[config.mk]
export PLATFORM = sky130hd
export DESIGN_NAME = seir_top
export DESIGN_NICKNAME = d
export VERILOG_FILES = /design/src/verilog/seir_pkg.sv /design/src/verilog/seir_evt_if.sv /design/src/verilog/seir_top.sv /design/src/verilog/seir_capture.sv
export VERILOG_INCLUDE_DIRS = /design/src /design/src/verilog
export SDC_FILE = /design/constraint.sdc
export NUM_CORES = 1
export LEC_CHECK = 0
export ABC_AREA = 1
export BUFFER_PORTS_ARGS = -buffer_cell sky130_fd_sc_hd__buf_2
export CORE_MARGIN = 2
export CORE_UTILIZATION = 40
export DETAILED_ROUTE_END_ITERATION = 8
export PLACE_DENSITY = 0.71
export SLEW_MARGIN = 20
export SYNTH_ARGS = -nofsm -noshare
export SYNTH_HDL_FRONTEND = slang
export SYNTH_SLANG_ARGS = --single-unit
[constraint.sdc]
create_clock -name core_clk_in -period 4.2 [get_ports core_clk_in]
set_input_delay 0.63 -clock core_clk_in [delete_from_list [all_inputs] [get_ports core_clk_in]]
set_output_delay 0.63 -clock core_clk_in [all_outputs]
set_load 0.02 [all_outputs]
[src/verilog/seir_cfg.svh]
// seir_cfg.svh: offsets, field positions, reset values and bus codes of the
// sticky event interrupt register block.
// assumes a 32-bit axi4-lite data path with one aligned word per register.
`ifndef SEIR_CFG_SVH
`define SEIR_CFG_SVH

// -----------------------------------------------------------------------------
// register offsets (byte addresses)
// -----------------------------------------------------------------------------
`define SEIR_OFS_EVT      8'h60
`define SEIR_OFS_LVL      8'h64

// -----------------------------------------------------------------------------
// event word layout: flags in the upper nibble, masks in the lower
// -----------------------------------------------------------------------------
`define SEIR_FLAG_LSB     4
`define SEIR_MASK_LSB     0
`define SEIR_SRC_LOCK     3
`define SEIR_SRC_ADC      2
`define SEIR_SRC_CH       1
`define SEIR_SRC_AMP      0
`define SEIR_FLAG_RST     4'h0
`define SEIR_MASK_RST     4'h0

// -----------------------------------------------------------------------------
// level status word layout
// -----------------------------------------------------------------------------
`define SEIR_LVL_LOCK     0
`define SEIR_LVL_ADC      1
`define SEIR_LVL_CH_LSB   2
`define SEIR_LVL_AMP_ANY  5
`define SEIR_LVL_AMP_LSB  8

// -----------------------------------------------------------------------------
// bus response codes
// -----------------------------------------------------------------------------
`define SEIR_RESP_OKAY    2'h0
`define SEIR_RESP_SLVERR  2'h2

`endif

[src/verilog/seir_pkg.sv]
// seir_pkg: types shared by the sticky event interrupt register block.
// assumes seir_cfg.svh supplies all numeric constants.
package seir_pkg;

    typedef logic [3:0]  seir_src_vec_t;
    typedef logic [31:0] seir_word_t;
    typedef logic [1:0]  seir_resp_t;

endpackage

[src/verilog/seir_evt_if.sv]
// seir_evt_if: carries source levels, the read-clear strobe and the flags
// between the bus front end and the event capture logic.
// assumes both ends sit on the same clock.
`timescale 1ns/1ps
`default_nettype none

interface seir_evt_if;
    logic       lock_level;
    logic       adc_level;
    logic [2:0] ch_level;
    logic       amp_any;
    logic       rd_clear;
    logic [3:0] flags;
    logic [3:0] flags_next;

    modport capture (
        input  lock_level, adc_level, ch_level, amp_any, rd_clear,
        output flags, flags_next
    );
    modport ctrl (
        output lock_level, adc_level, ch_level, amp_any, rd_clear,
        input  flags, flags_next
    );
endinterface

`default_nettype wire

[src/verilog/seir_top.sv]
// seir_top: axi4-lite register front end and interrupt output of the
// sticky event interrupt register block.
// assumes source levels synchronous to core_clk_in; one write, one read
// in flight at a time from the bus master.
`timescale 1ns/1ps
`default_nettype none
`include "seir_cfg.svh"

module seir_top
    import seir_pkg::*;
#(
    parameter int ADDR_W  = 8,
    parameter int AMP_W   = 8
) (
    input  wire logic              core_clk_in,
    input  wire logic              sys_rst_in,
    // register bus
    input  wire logic [ADDR_W-1:0] s_axi_awaddr_in,
    input  wire logic              s_axi_awvalid_in,
    output logic                   s_axi_awready_out,
    input  wire logic [31:0]       s_axi_wdata_in,
    input  wire logic [3:0]        s_axi_wstrb_in,
    input  wire logic              s_axi_wvalid_in,
    output logic                   s_axi_wready_out,
    output logic [1:0]             s_axi_bresp_out,
    output logic                   s_axi_bvalid_out,
    input  wire logic              s_axi_bready_in,
    input  wire logic [ADDR_W-1:0] s_axi_araddr_in,
    input  wire logic              s_axi_arvalid_in,
    output logic                   s_axi_arready_out,
    output logic [31:0]            s_axi_rdata_out,
    output logic [1:0]             s_axi_rresp_out,
    output logic                   s_axi_rvalid_out,
    input  wire logic              s_axi_rready_in,
    // level status sources
    input  wire logic              converter_lock_level_in,
    input  wire logic              adc_overflow_level_in,
    input  wire logic [1:0]        channel_x_overflow_level_in,
    input  wire logic              sub_overflow_level_in,
    input  wire logic [AMP_W-1:0]  amplifier_error_status_in,
    // interrupt toward the host
    output logic                   irq_out
);

    // -------------------------------------------------------------------------
    // elaboration checks
    // -------------------------------------------------------------------------
    if (ADDR_W < 8 || ADDR_W > 32) begin : g_bad_addr
        $error("ADDR_W must lie in 8..32");
    end
    if (AMP_W < 1 || AMP_W > 8) begin : g_bad_amp
        $error("AMP_W must lie in 1..8");
    end

    localparam logic [ADDR_W-1:0] OFS_EVT = ADDR_W'(`SEIR_OFS_EVT);
    localparam logic [ADDR_W-1:0] OFS_LVL = ADDR_W'(`SEIR_OFS_LVL);

    // word-aligned match; the two low address bits select no byte here
    function automatic logic seir_hit(input logic [ADDR_W-1:0] addr,
                                      input logic [ADDR_W-1:0] ofs);
        seir_hit = (addr[ADDR_W-1:2] == ofs[ADDR_W-1:2]);
    endfunction

    // -------------------------------------------------------------------------
    // event capture
    // -------------------------------------------------------------------------
    seir_evt_if evt ();

    logic amp_any;
    logic ar_fire;

    assign amp_any        = |amplifier_error_status_in;
    assign evt.lock_level = converter_lock_level_in;
    assign evt.adc_level  = adc_overflow_level_in;
    assign evt.ch_level   = {sub_overflow_level_in, channel_x_overflow_level_in};
    assign evt.amp_any    = amp_any;
    // only a read of the event word clears; level word reads leave it alone
    assign evt.rd_clear   = ar_fire && seir_hit(s_axi_araddr_in, OFS_EVT);

    seir_capture u_capture (
        .clk_in (core_clk_in),
        .rst_in (sys_rst_in),
        .evt    (evt.capture)
    );

    // -------------------------------------------------------------------------
    // write channel
    // -------------------------------------------------------------------------
    logic              aw_held_reg, aw_held_next;
    logic [ADDR_W-1:0] aw_addr_reg, aw_addr_next;
    logic              w_held_reg,  w_held_next;
    logic [31:0]       w_data_reg,  w_data_next;
    logic [3:0]        w_strb_reg,  w_strb_next;
    logic              awready_reg, awready_next;
    logic              wready_reg,  wready_next;
    logic              bvalid_reg,  bvalid_next;
    seir_resp_t        bresp_reg,   bresp_next;
    seir_src_vec_t     mask_reg,    mask_next;
    logic              wr_fire;

    // address and data are held separately so the master may send either first
    assign wr_fire = aw_held_reg && w_held_reg && !bvalid_reg;

    always_comb begin
        aw_held_next = aw_held_reg;
        aw_addr_next = aw_addr_reg;
        w_held_next  = w_held_reg;
        w_data_next  = w_data_reg;
        w_strb_next  = w_strb_reg;
        bvalid_next  = bvalid_reg;
        bresp_next   = bresp_reg;
        mask_next    = mask_reg;
        if (s_axi_awvalid_in && awready_reg) begin
            aw_held_next = 1'b1;
            aw_addr_next = s_axi_awaddr_in;
        end
        if (s_axi_wvalid_in && wready_reg) begin
            w_held_next = 1'b1;
            w_data_next = s_axi_wdata_in;
            w_strb_next = s_axi_wstrb_in;
        end
        if (bvalid_reg && s_axi_bready_in) begin
            bvalid_next = 1'b0;
        end
        if (wr_fire) begin
            aw_held_next = 1'b0;
            w_held_next  = 1'b0;
            bvalid_next  = 1'b1;
            bresp_next   = `SEIR_RESP_OKAY;
            if (seir_hit(aw_addr_reg, OFS_EVT)) begin
                // flag bits are read only; only the mask nibble takes data
                if (w_strb_reg[0]) begin
                    mask_next = w_data_reg[`SEIR_MASK_LSB +: 4];
                end
            end else if (!seir_hit(aw_addr_reg, OFS_LVL)) begin
                bresp_next = `SEIR_RESP_SLVERR;
            end
            // a write to the level word is accepted and discarded
        end
        awready_next = !aw_held_next;
        wready_next  = !w_held_next;
    end

    always_ff @(posedge core_clk_in or posedge sys_rst_in) begin
        if (sys_rst_in) begin
            aw_held_reg <= 1'b0;
            aw_addr_reg <= '0;
            w_held_reg  <= 1'b0;
            w_data_reg  <= 32'h0;
            w_strb_reg  <= 4'h0;
            awready_reg <= 1'b0;
            wready_reg  <= 1'b0;
            bvalid_reg  <= 1'b0;
            bresp_reg   <= `SEIR_RESP_OKAY;
            mask_reg    <= `SEIR_MASK_RST;
        end else begin
            aw_held_reg <= aw_held_next;
            aw_addr_reg <= aw_addr_next;
            w_held_reg  <= w_held_next;
            w_data_reg  <= w_data_next;
            w_strb_reg  <= w_strb_next;
            awready_reg <= awready_next;
            wready_reg  <= wready_next;
            bvalid_reg  <= bvalid_next;
            bresp_reg   <= bresp_next;
            mask_reg    <= mask_next;
        end
    end

    // -------------------------------------------------------------------------
    // read channel
    // -------------------------------------------------------------------------
    logic       arready_reg, arready_next;
    logic       rvalid_reg,  rvalid_next;
    seir_word_t rdata_reg,   rdata_next;
    seir_resp_t rresp_reg,   rresp_next;
    seir_word_t evt_word;
    seir_word_t lvl_word;

    assign ar_fire = s_axi_arvalid_in && arready_reg;

    always_comb begin
        evt_word = 32'h0;
        evt_word[`SEIR_FLAG_LSB +: 4] = evt.flags;
        evt_word[`SEIR_MASK_LSB +: 4] = mask_reg;
        lvl_word = 32'h0;
        lvl_word[`SEIR_LVL_LOCK]          = converter_lock_level_in;
        lvl_word[`SEIR_LVL_ADC]           = adc_overflow_level_in;
        lvl_word[`SEIR_LVL_CH_LSB +: 3]   = evt.ch_level;
        lvl_word[`SEIR_LVL_AMP_ANY]       = amp_any;
        lvl_word[`SEIR_LVL_AMP_LSB +: AMP_W] = amplifier_error_status_in;
    end

    always_comb begin
        rvalid_next = rvalid_reg;
        rdata_next  = rdata_reg;
        rresp_next  = rresp_reg;
        if (rvalid_reg && s_axi_rready_in) begin
            rvalid_next = 1'b0;
        end
        if (ar_fire) begin
            rvalid_next = 1'b1;
            rresp_next  = `SEIR_RESP_OKAY;
            if (seir_hit(s_axi_araddr_in, OFS_EVT)) begin
                rdata_next = evt_word;
            end else if (seir_hit(s_axi_araddr_in, OFS_LVL)) begin
                rdata_next = lvl_word;
            end else begin
                rdata_next = 32'h0;
                rresp_next = `SEIR_RESP_SLVERR;
            end
        end
        arready_next = !rvalid_next;
    end

    always_ff @(posedge core_clk_in or posedge sys_rst_in) begin
        if (sys_rst_in) begin
            arready_reg <= 1'b0;
            rvalid_reg  <= 1'b0;
            rdata_reg   <= 32'h0;
            rresp_reg   <= `SEIR_RESP_OKAY;
        end else begin
            arready_reg <= arready_next;
            rvalid_reg  <= rvalid_next;
            rdata_reg   <= rdata_next;
            rresp_reg   <= rresp_next;
        end
    end

    // -------------------------------------------------------------------------
    // interrupt output
    // -------------------------------------------------------------------------
    logic irq_reg, irq_next;

    // built from next values so the pin moves on the same edge as the flags
    always_comb begin
        irq_next = |(evt.flags_next & mask_next);
    end

    always_ff @(posedge core_clk_in or posedge sys_rst_in) begin
        if (sys_rst_in) begin
            irq_reg <= 1'b0;
        end else begin
            irq_reg <= irq_next;
        end
    end

    assign s_axi_awready_out = awready_reg;
    assign s_axi_wready_out  = wready_reg;
    assign s_axi_bvalid_out  = bvalid_reg;
    assign s_axi_bresp_out   = bresp_reg;
    assign s_axi_arready_out = arready_reg;
    assign s_axi_rvalid_out  = rvalid_reg;
    assign s_axi_rdata_out   = rdata_reg;
    assign s_axi_rresp_out   = rresp_reg;
    assign irq_out           = irq_reg;
endmodule // seir_top

`default_nettype wire

[src/verilog/seir_capture.sv]
// seir_capture: edge detection and sticky flags for the four event sources.
// assumes level inputs are synchronous to clk_in and rd_clear is one cycle.
`timescale 1ns/1ps
`default_nettype none
`include "seir_cfg.svh"

module seir_capture
    import seir_pkg::*;
(
    input wire logic     clk_in,
    input wire logic     rst_in,
    seir_evt_if.capture  evt
);

    // -------------------------------------------------------------------------
    // edge detection
    // -------------------------------------------------------------------------
    logic          lock_prev_reg, lock_prev_next;
    logic          adc_prev_reg,  adc_prev_next;
    logic [2:0]    ch_prev_reg,   ch_prev_next;
    logic          amp_prev_reg,  amp_prev_next;
    seir_src_vec_t flags_reg,     flags_next;
    seir_src_vec_t hit;

    always_comb begin
        lock_prev_next = evt.lock_level;
        adc_prev_next  = evt.adc_level;
        ch_prev_next   = evt.ch_level;
        amp_prev_next  = evt.amp_any;
        hit = 4'h0;
        hit[`SEIR_SRC_LOCK] = evt.lock_level ^ lock_prev_reg;
        hit[`SEIR_SRC_ADC]  = evt.adc_level & ~adc_prev_reg;
        hit[`SEIR_SRC_CH]   = |(evt.ch_level & ~ch_prev_reg);
        hit[`SEIR_SRC_AMP]  = evt.amp_any & ~amp_prev_reg;
        // a new event wins over a read in the same cycle, so none is lost
        flags_next = (flags_reg & ~{4{evt.rd_clear}}) | hit;
    end

    always_ff @(posedge clk_in or posedge rst_in) begin
        if (rst_in) begin
            lock_prev_reg <= 1'b0;
            adc_prev_reg  <= 1'b0;
            ch_prev_reg   <= 3'h0;
            amp_prev_reg  <= 1'b0;
            flags_reg     <= `SEIR_FLAG_RST;
        end else begin
            lock_prev_reg <= lock_prev_next;
            adc_prev_reg  <= adc_prev_next;
            ch_prev_reg   <= ch_prev_next;
            amp_prev_reg  <= amp_prev_next;
            flags_reg     <= flags_next;
        end
    end

    assign evt.flags      = flags_reg;
    assign evt.flags_next = flags_next;
endmodule // seir_capture

`default_nettype wire

==> results of run 1 <==
## worst register-to-register path, cell delays in order, from the launching register on
cell,delay (ns)
dfrtp_1,0.39
nand2_4,0.16
inv_4,0.21
nand4_4,0.20
a21oi_1,0.28
nor2_1,0.06
nor2_1,0.11
nand2_1,0.06
## cell usage in the layout, fill, tap and decap left out, types with 2 or more instances in the layout
master and n:
clkinv_2 2, a21oi_1 5, inv_1 29, nand3_1 22, nand2_1 72, nor2_2 3, clkbuf_8 6, dfrtp_1 51
clkinv_1 2, conb_1 18, a21oi_2 2, o211ai_1 5, buf_2 60, o21ai_0 11, nor2_1 16, nand3_2 2
## cells by family (layout without fill, tap and decap cells)
| kind of cell | count (synthesis) | after routing |
|---|---|---|
| DFF | 51 | 51 |
| and+or+nand+nor | 122 | 122 |
| buffers and inverters | 55 | 101 |
| xor gates and xnor gates | 1 | 1 |
| AOI/OAI and AO/OA | 24 | 24 |
| other | 1 | 18 |
## per-layer routing
layer	GRT usage, %	wire, um	up-vias
li1	-	-	878
met1	18.2	1980	775
met4	4.66	57	0
met3	4.30	299	6
met5	0	0	-
met2	25.2	1990	65
## per-stage QoR
step           hold slack, ns  setup slack, ns  power [mW]
2_1_floorplan           0.449             2.34       0.904
3_3_place_gp            0.451             2.24       0.980
3_5_place_dp            0.457             2.19       0.992
4_1_cts                 0.447             2.53        1.35
5_1_grt                 0.450             2.35        1.42
6_report                0.455             2.53        1.33
## final cells by class
| class | instances | area, um^2 |
|---|---|---|
| clock buffer | 6 | 82.6 |
| clock inverter | 2 | 35.0 |
| fill | 532 | 2820 |
| inverter | 33 | 128 |
| multi-input combinational | 165 | 778 |
| sequential | 51 | 1280 |
| tap | 72 | 90.1 |
| timing repair buffer | 60 | 300 |
## power by group through the flow
stage	combinational (mW)	clock [mW]	sequential, mW
after floorplan	0.221	0	0.683
after global placement	0.320	0	0.659
after detailed placement	0.331	0	0.661
after CTS	0.332	0.363	0.653
after global routing	0.373	0.379	0.666
final	0.325	0.351	0.652
## synth_stat cells, drive strengths merged
| cell type | instances | share of area, % |
|---|---|---|
| nor2 | 20 | 4.0 |
| xor2 | 1 | 0.38 |
| nand3 | 24 | 5.7 |
| buf | 21 | 6.9 |
| o21ai | 11 | 2.4 |
| clkbuf | 1 | 0.16 |
| a21oi | 7 | 1.9 |
| o211ai | 5 | 1.6 |
| inv | 31 | 5.2 |
| dfrtp | 51 | 56 |
| nand4 | 2 | 1.2 |
| conb | 1 | 0.16 |
| clkinv | 2 | 0.33 |
| o21bai | 1 | 0.33 |
| nand3b | 1 | 0.33 |
| nor4 | 1 | 0.55 |
| nor3 | 1 | 0.44 |
| nand2 | 73 | 12 |
## how the worst max path moves through the flow
stage                             startpoint                  to  slack, ns
final                     s_axi_araddr_in[4]  s_axi_rdata_out[1]       2.53
after floorplan                   sys_rst_in      aw_addr_reg[2]       2.34
after global placement    s_axi_araddr_in[4]  s_axi_rdata_out[2]       2.24
after CTS                 s_axi_araddr_in[4]  s_axi_rdata_out[3]       2.53
after global routing      s_axi_araddr_in[4]  s_axi_rdata_out[2]       2.35
after detailed placement  s_axi_araddr_in[4]  s_axi_rdata_out[3]       2.19
==> results.json, run 1 <==
{
  "clkTransAtPathRegs_ns": 0.09,
  "synth_top_family_by_area": "simple AND/OR/NAND/NOR gates",
  "postCtsSetupBuffers": 0,
  "start_util_pct": 41.4,
  "die_y_um": 79.5,
  "cts.path.max_buffers": 2,
  "cpMaxStageDelayCell": "nor3_2",
  "grt_pass1_vias": 1678,
  "powerDensity_nw_per_um2": 494,
  "r2r_slack_ns": 2.63,
  "numCtsBuffers": 5,
  "hold_path.class": "primary input to asynchronous set/reset pin",
  "grt_usage_pct": 14.9,
  "ir_drop_mv": 0.258,
  "rr_startpoint": "s_axi_arready_out",
  "fin_crit_sh_pct": 39.7,
  "synth-xor-area-share_pct": 0.385,
  "synth_area_per_cell_um2": 8.97,
  "htreeDepth": 2,
  "n_antenna_cell": 0,
  "finClkSkew_ns": 0.00700,
  "routedWlPerCell_um": 11.1,
  "cts_resized": 0,
  "max_freq_mhz": 600,
  "end_kind": "register",
  "cp_max_fo": 12,
  "cp_num_cells": 6,
  "yosysSeqAreaShare_pct": 56.0,
  "start_kind": "primary input",
  "synthAdderAreaFrac_pct": 0,
  "antenna_found_initial": 0,
  "cp_data_required_time_ns": 4.43,
  "fin_tns_setup_ns": 0,
  "crit_type": "primary input to register",
  "clkLatencyLatePin_ns": 0.31,
  "pin_count": 114,
  "final_area_um2": 2690,
  "fin_cells": 389,
  "crit_buf_inv": 1,
  "crit_family": "simple AND/OR/NAND/NOR gates",
  "setup_violations": 0,
  "worstMarginPinSlew_ns": 0.856,
  "switching_share_pct": 32.8,
  "status": "completed",
  "cts_tree": "built",
  "grt_start_max_net_pins": 52,
  "path_cells": "buf_2 > nor2_2 > nand2_1 > nor3_2 > nand3_1 > o211ai_1",
  "drtPass1Iterations": 4,
  "nets": 388,
  "synth_mux_area_share_pct": 0,
  "yosys.area_share.simple_pct": 24.6,
  "p_comb_share_pct": 24.5,
  "placed_area_um2": 2570,
  "port-buffer-count": 60,
  "cap_violations": 0,
  "p_clk_share_pct": 26.4,
  "synth_compound_area_share_pct": 6.26,
  "hpwl_um": 3170,
  "postCtsHoldBufs": 0,
  "rsz0062_at_grt": "no",
  "clock-sinks": 51,
  "timing.rr.end": "irq_out",
  "die-area_um2": 6310,
  "drt-initial-drc-count": 94,
  "cp.arrival_ns": 1.90,
  "syn-cell-area_um2": 2280,
  "vias": 1724,
  "drc_errors": 0,
  "r2r_cells": 7,
  "synth_cell_types": 27,
  "maxSlewViolCount": 0,
  "cts-root-buf": "clkbuf_8",
  "drive_gt1_share_pct": 25.9,
  "syn2layout_area_growth_pct": 18.1,
  "grt_pass1_wl_um": 7280,
  "rows": 27,
  "via_per_inst": 4.43,
  "syn_inst": 254,
  "postRouteAntennaNets": 0,
  "seq_power_share_pct": 49.1,
  "core-area_um2": 5510,
  "place_inst": 381,
  "synth-seq-cells": 51,
  "maxSlewHeadroom_pct": 42.8,
  "gp_congestion": 0.768,
  "largest_reg_flops": 16,
  "yosysWarnings": 0,
  "power_leakage_nw": 1.49,
  "grt_overflow": 0,
  "period_minus_slack_ns": 1.67,
  "utilization_pct": 48.9,
  "net-switching-power_mw": 0.436,
  "die_x_um": 79.5,
  "intPower_mw": 0.893,
  "critPathMaxStageDelay_ns": 0.60,
  "finalHoldViolations": 0,
  "wl_um": 4330
}
(Power assumes the default switching activity.)
==> inputs of run 2 (changes only) <==
Clock period 4.2 ns to 1.7 ns, I/O delays scaled along.
==> run 2 against run 1 <==
Flip-flop and latch count stayed put. Setup slack got worse by 2.2 ns. Via count increased by 2.0%. Die area stayed put. Clock-buffer cell count unchanged. Worst hold slack got worse by 0.36 ns. Routed wire length up 0.49%. Largest cell class unchanged.
==> results.json, run 2 (synthesized netlist as in run 1, its figures left out) <==
{
  "cap_violations": 0,
  "hpwl_um": 3290,
  "crit_family": "simple AND/OR/NAND/NOR gates",
  "cts-root-buf": "clkbuf_8",
  "fin_cells": 393,
  "largest_reg_flops": 16,
  "finClkSkew_ns": 0.00442,
  "vias": 1758,
  "placed_area_um2": 2610,
  "fin_ws_ns": 0.310,
  "numCtsBuffers": 5,
  "crit_buf_inv": 1,
  "drive_gt1_share_pct": 26.5,
  "powerDensity_nw_per_um2": 1150,
  "final_common_cell": "nand2_1",
  "fill_cells": 551,
  "gp_congestion": 0.745,
  "cts_resized": 0,
  "drtPass1Iterations": 6,
  "die_x_um": 79.5,
  "max_freq_mhz": 719,
  "clock-sinks": 51,
  "end_kind": "register",
  "finalHoldViolations": 0,
  "cpMaxStageDelayCell": "dfrtp_1",
  "cpMostUsedCell": "nor2_1",
  "antenna_found_initial": 0,
  "critPathMaxStageDelay_ns": 0.39,
  "start_util_pct": 41.4,
  "grt_start_max_net_pins": 35,
  "n_antenna_cell": 0,
  "grt_overflow": 0,
  "final_area_um2": 2710,
  "status": "completed",
  "htreeDepth": 2,
  "hold_path.class": "primary input to register",
  "core-area_um2": 5510,
  "syn2layout_area_growth_pct": 19.1,
  "cts_tree": "built",
  "place_inst": 385,
  "grt_pass1_wl_um": 7180,
  "postRouteAntennaNets": 0,
  "rsz0062_at_grt": "no",
  "drc_errors": 0,
  "start_kind": "register",
  "period_minus_slack_ns": 1.39,
  "clkTransAtPathRegs_ns": 0.09,
  "final_cell_mix": "72 x nand2_1, 60 x buf_2, 51 x dfrtp_1, 29 x inv_1, 22 x nand3_1",
  "cp_data_required_time_ns": 1.89,
  "die-area_um2": 6310,
  "crit_type": "register to register",
  "clkLatencyLatePin_ns": 0.30,
  "drt-initial-drc-count": 104,
  "setup_violations": 0,
  "grt_pass1_vias": 1662,
  "routedWlPerCell_um": 11.1,
  "wl_um": 4350,
  "fin_tns_setup_ns": 0,
  "maxSlewViolCount": 0,
  "path_cells": "nand2_4 > inv_4 > nand4_4 > a21oi_1 > nor2_1 > nor2_1 > nand2_1",
  "total_power_mw": 3.12,
  "grt_usage_pct": 14.5,
  "nets": 393,
  "power_leakage_nw": 1.51,
  "cp_max_fo": 18,
  "fin_crit_sh_pct": 81.8,
  "port-buffer-count": 60,
  "rows": 27,
  "die_y_um": 79.5,
  "cts.path.max_buffers": 2,
  "utilization_pct": 49.2,
  "via_per_inst": 4.47,
  "cp.arrival_ns": 1.58,
  "ir_drop_mv": 0.853,
  "pre_cts_ws_ns": 0.279,
  "hold_ws_ns": 0.0944,
  "pin_count": 114
}
## run 2: changes by cell type in the layout (fill, tap and decap cells not counted)
cell / before / now
clkinv_2: 2 / 1
bufinv_16: 1 / 0
buf_12: 0 / 1
dlygate4sd3_1: 0 / 1
inv_2: 0 / 1
buf_4: 0 / 3
## run 2: path summary, 6_finish.rpt
path / start / slack [ns] / cells after the start / endpoint
min: channel_x_overflow_level_in[0] / 0.09 / 1 / u_capture.ch_prev_reg[0]
max in group asynchronous: sys_rst_in / 0.72 / 4 / s_axi_rdata_out[12]
min reg2reg: s_axi_rvalid_out / 0.47 / 1 / s_axi_arready_out
max reg2reg: s_axi_arready_out / 0.31 / 7 / irq_out
min in group asynchronous: sys_rst_in / 0.48 / 3 / aw_addr_reg[3]
max: s_axi_arready_out / 0.31 / 7 / irq_out
## run 2: power by group
part           leakage, nW  switching (mW)  internal (mW)  total [mW]
clock               0.0470           0.371          0.320       0.691
sequential           0.630           0.142           1.47        1.61
combinational        0.828           0.545          0.267       0.812
total                 1.51            1.06           2.06        3.12
## run 2: final cells by class
| cell class | instances | area, um^2 | area share (%) |
|---|---|---|---|
| clock inverter | 1 | 5.00 | 0.185 |
| clock buffer | 6 | 82.6 | 3.05 |
| inverter | 33 | 126 | 4.66 |
| multi-input combinational | 165 | 778 | 28.7 |
| timing repair buffer | 65 | 353 | 13.0 |
| tap | 72 | 90.1 | 3.32 |
| sequential | 51 | 1280 | 47.1 |
## run 2: timing repair
action / CTS / global route
endpoints found under the hold margin: 17 / 0
hold buffers: 1 / 0
setup buffers: 0 / 0
## run 2: layer usage
layer / up-vias / wire, um / global-route usage, %
li1: 890 / - / -
met1: 796 / 1990 / 17.4
met2: 67 / 2010 / 25.0
met3: 5 / 294 / 3.85
met4: 0 / 54 / 5.00
met5: - / 0 / 0
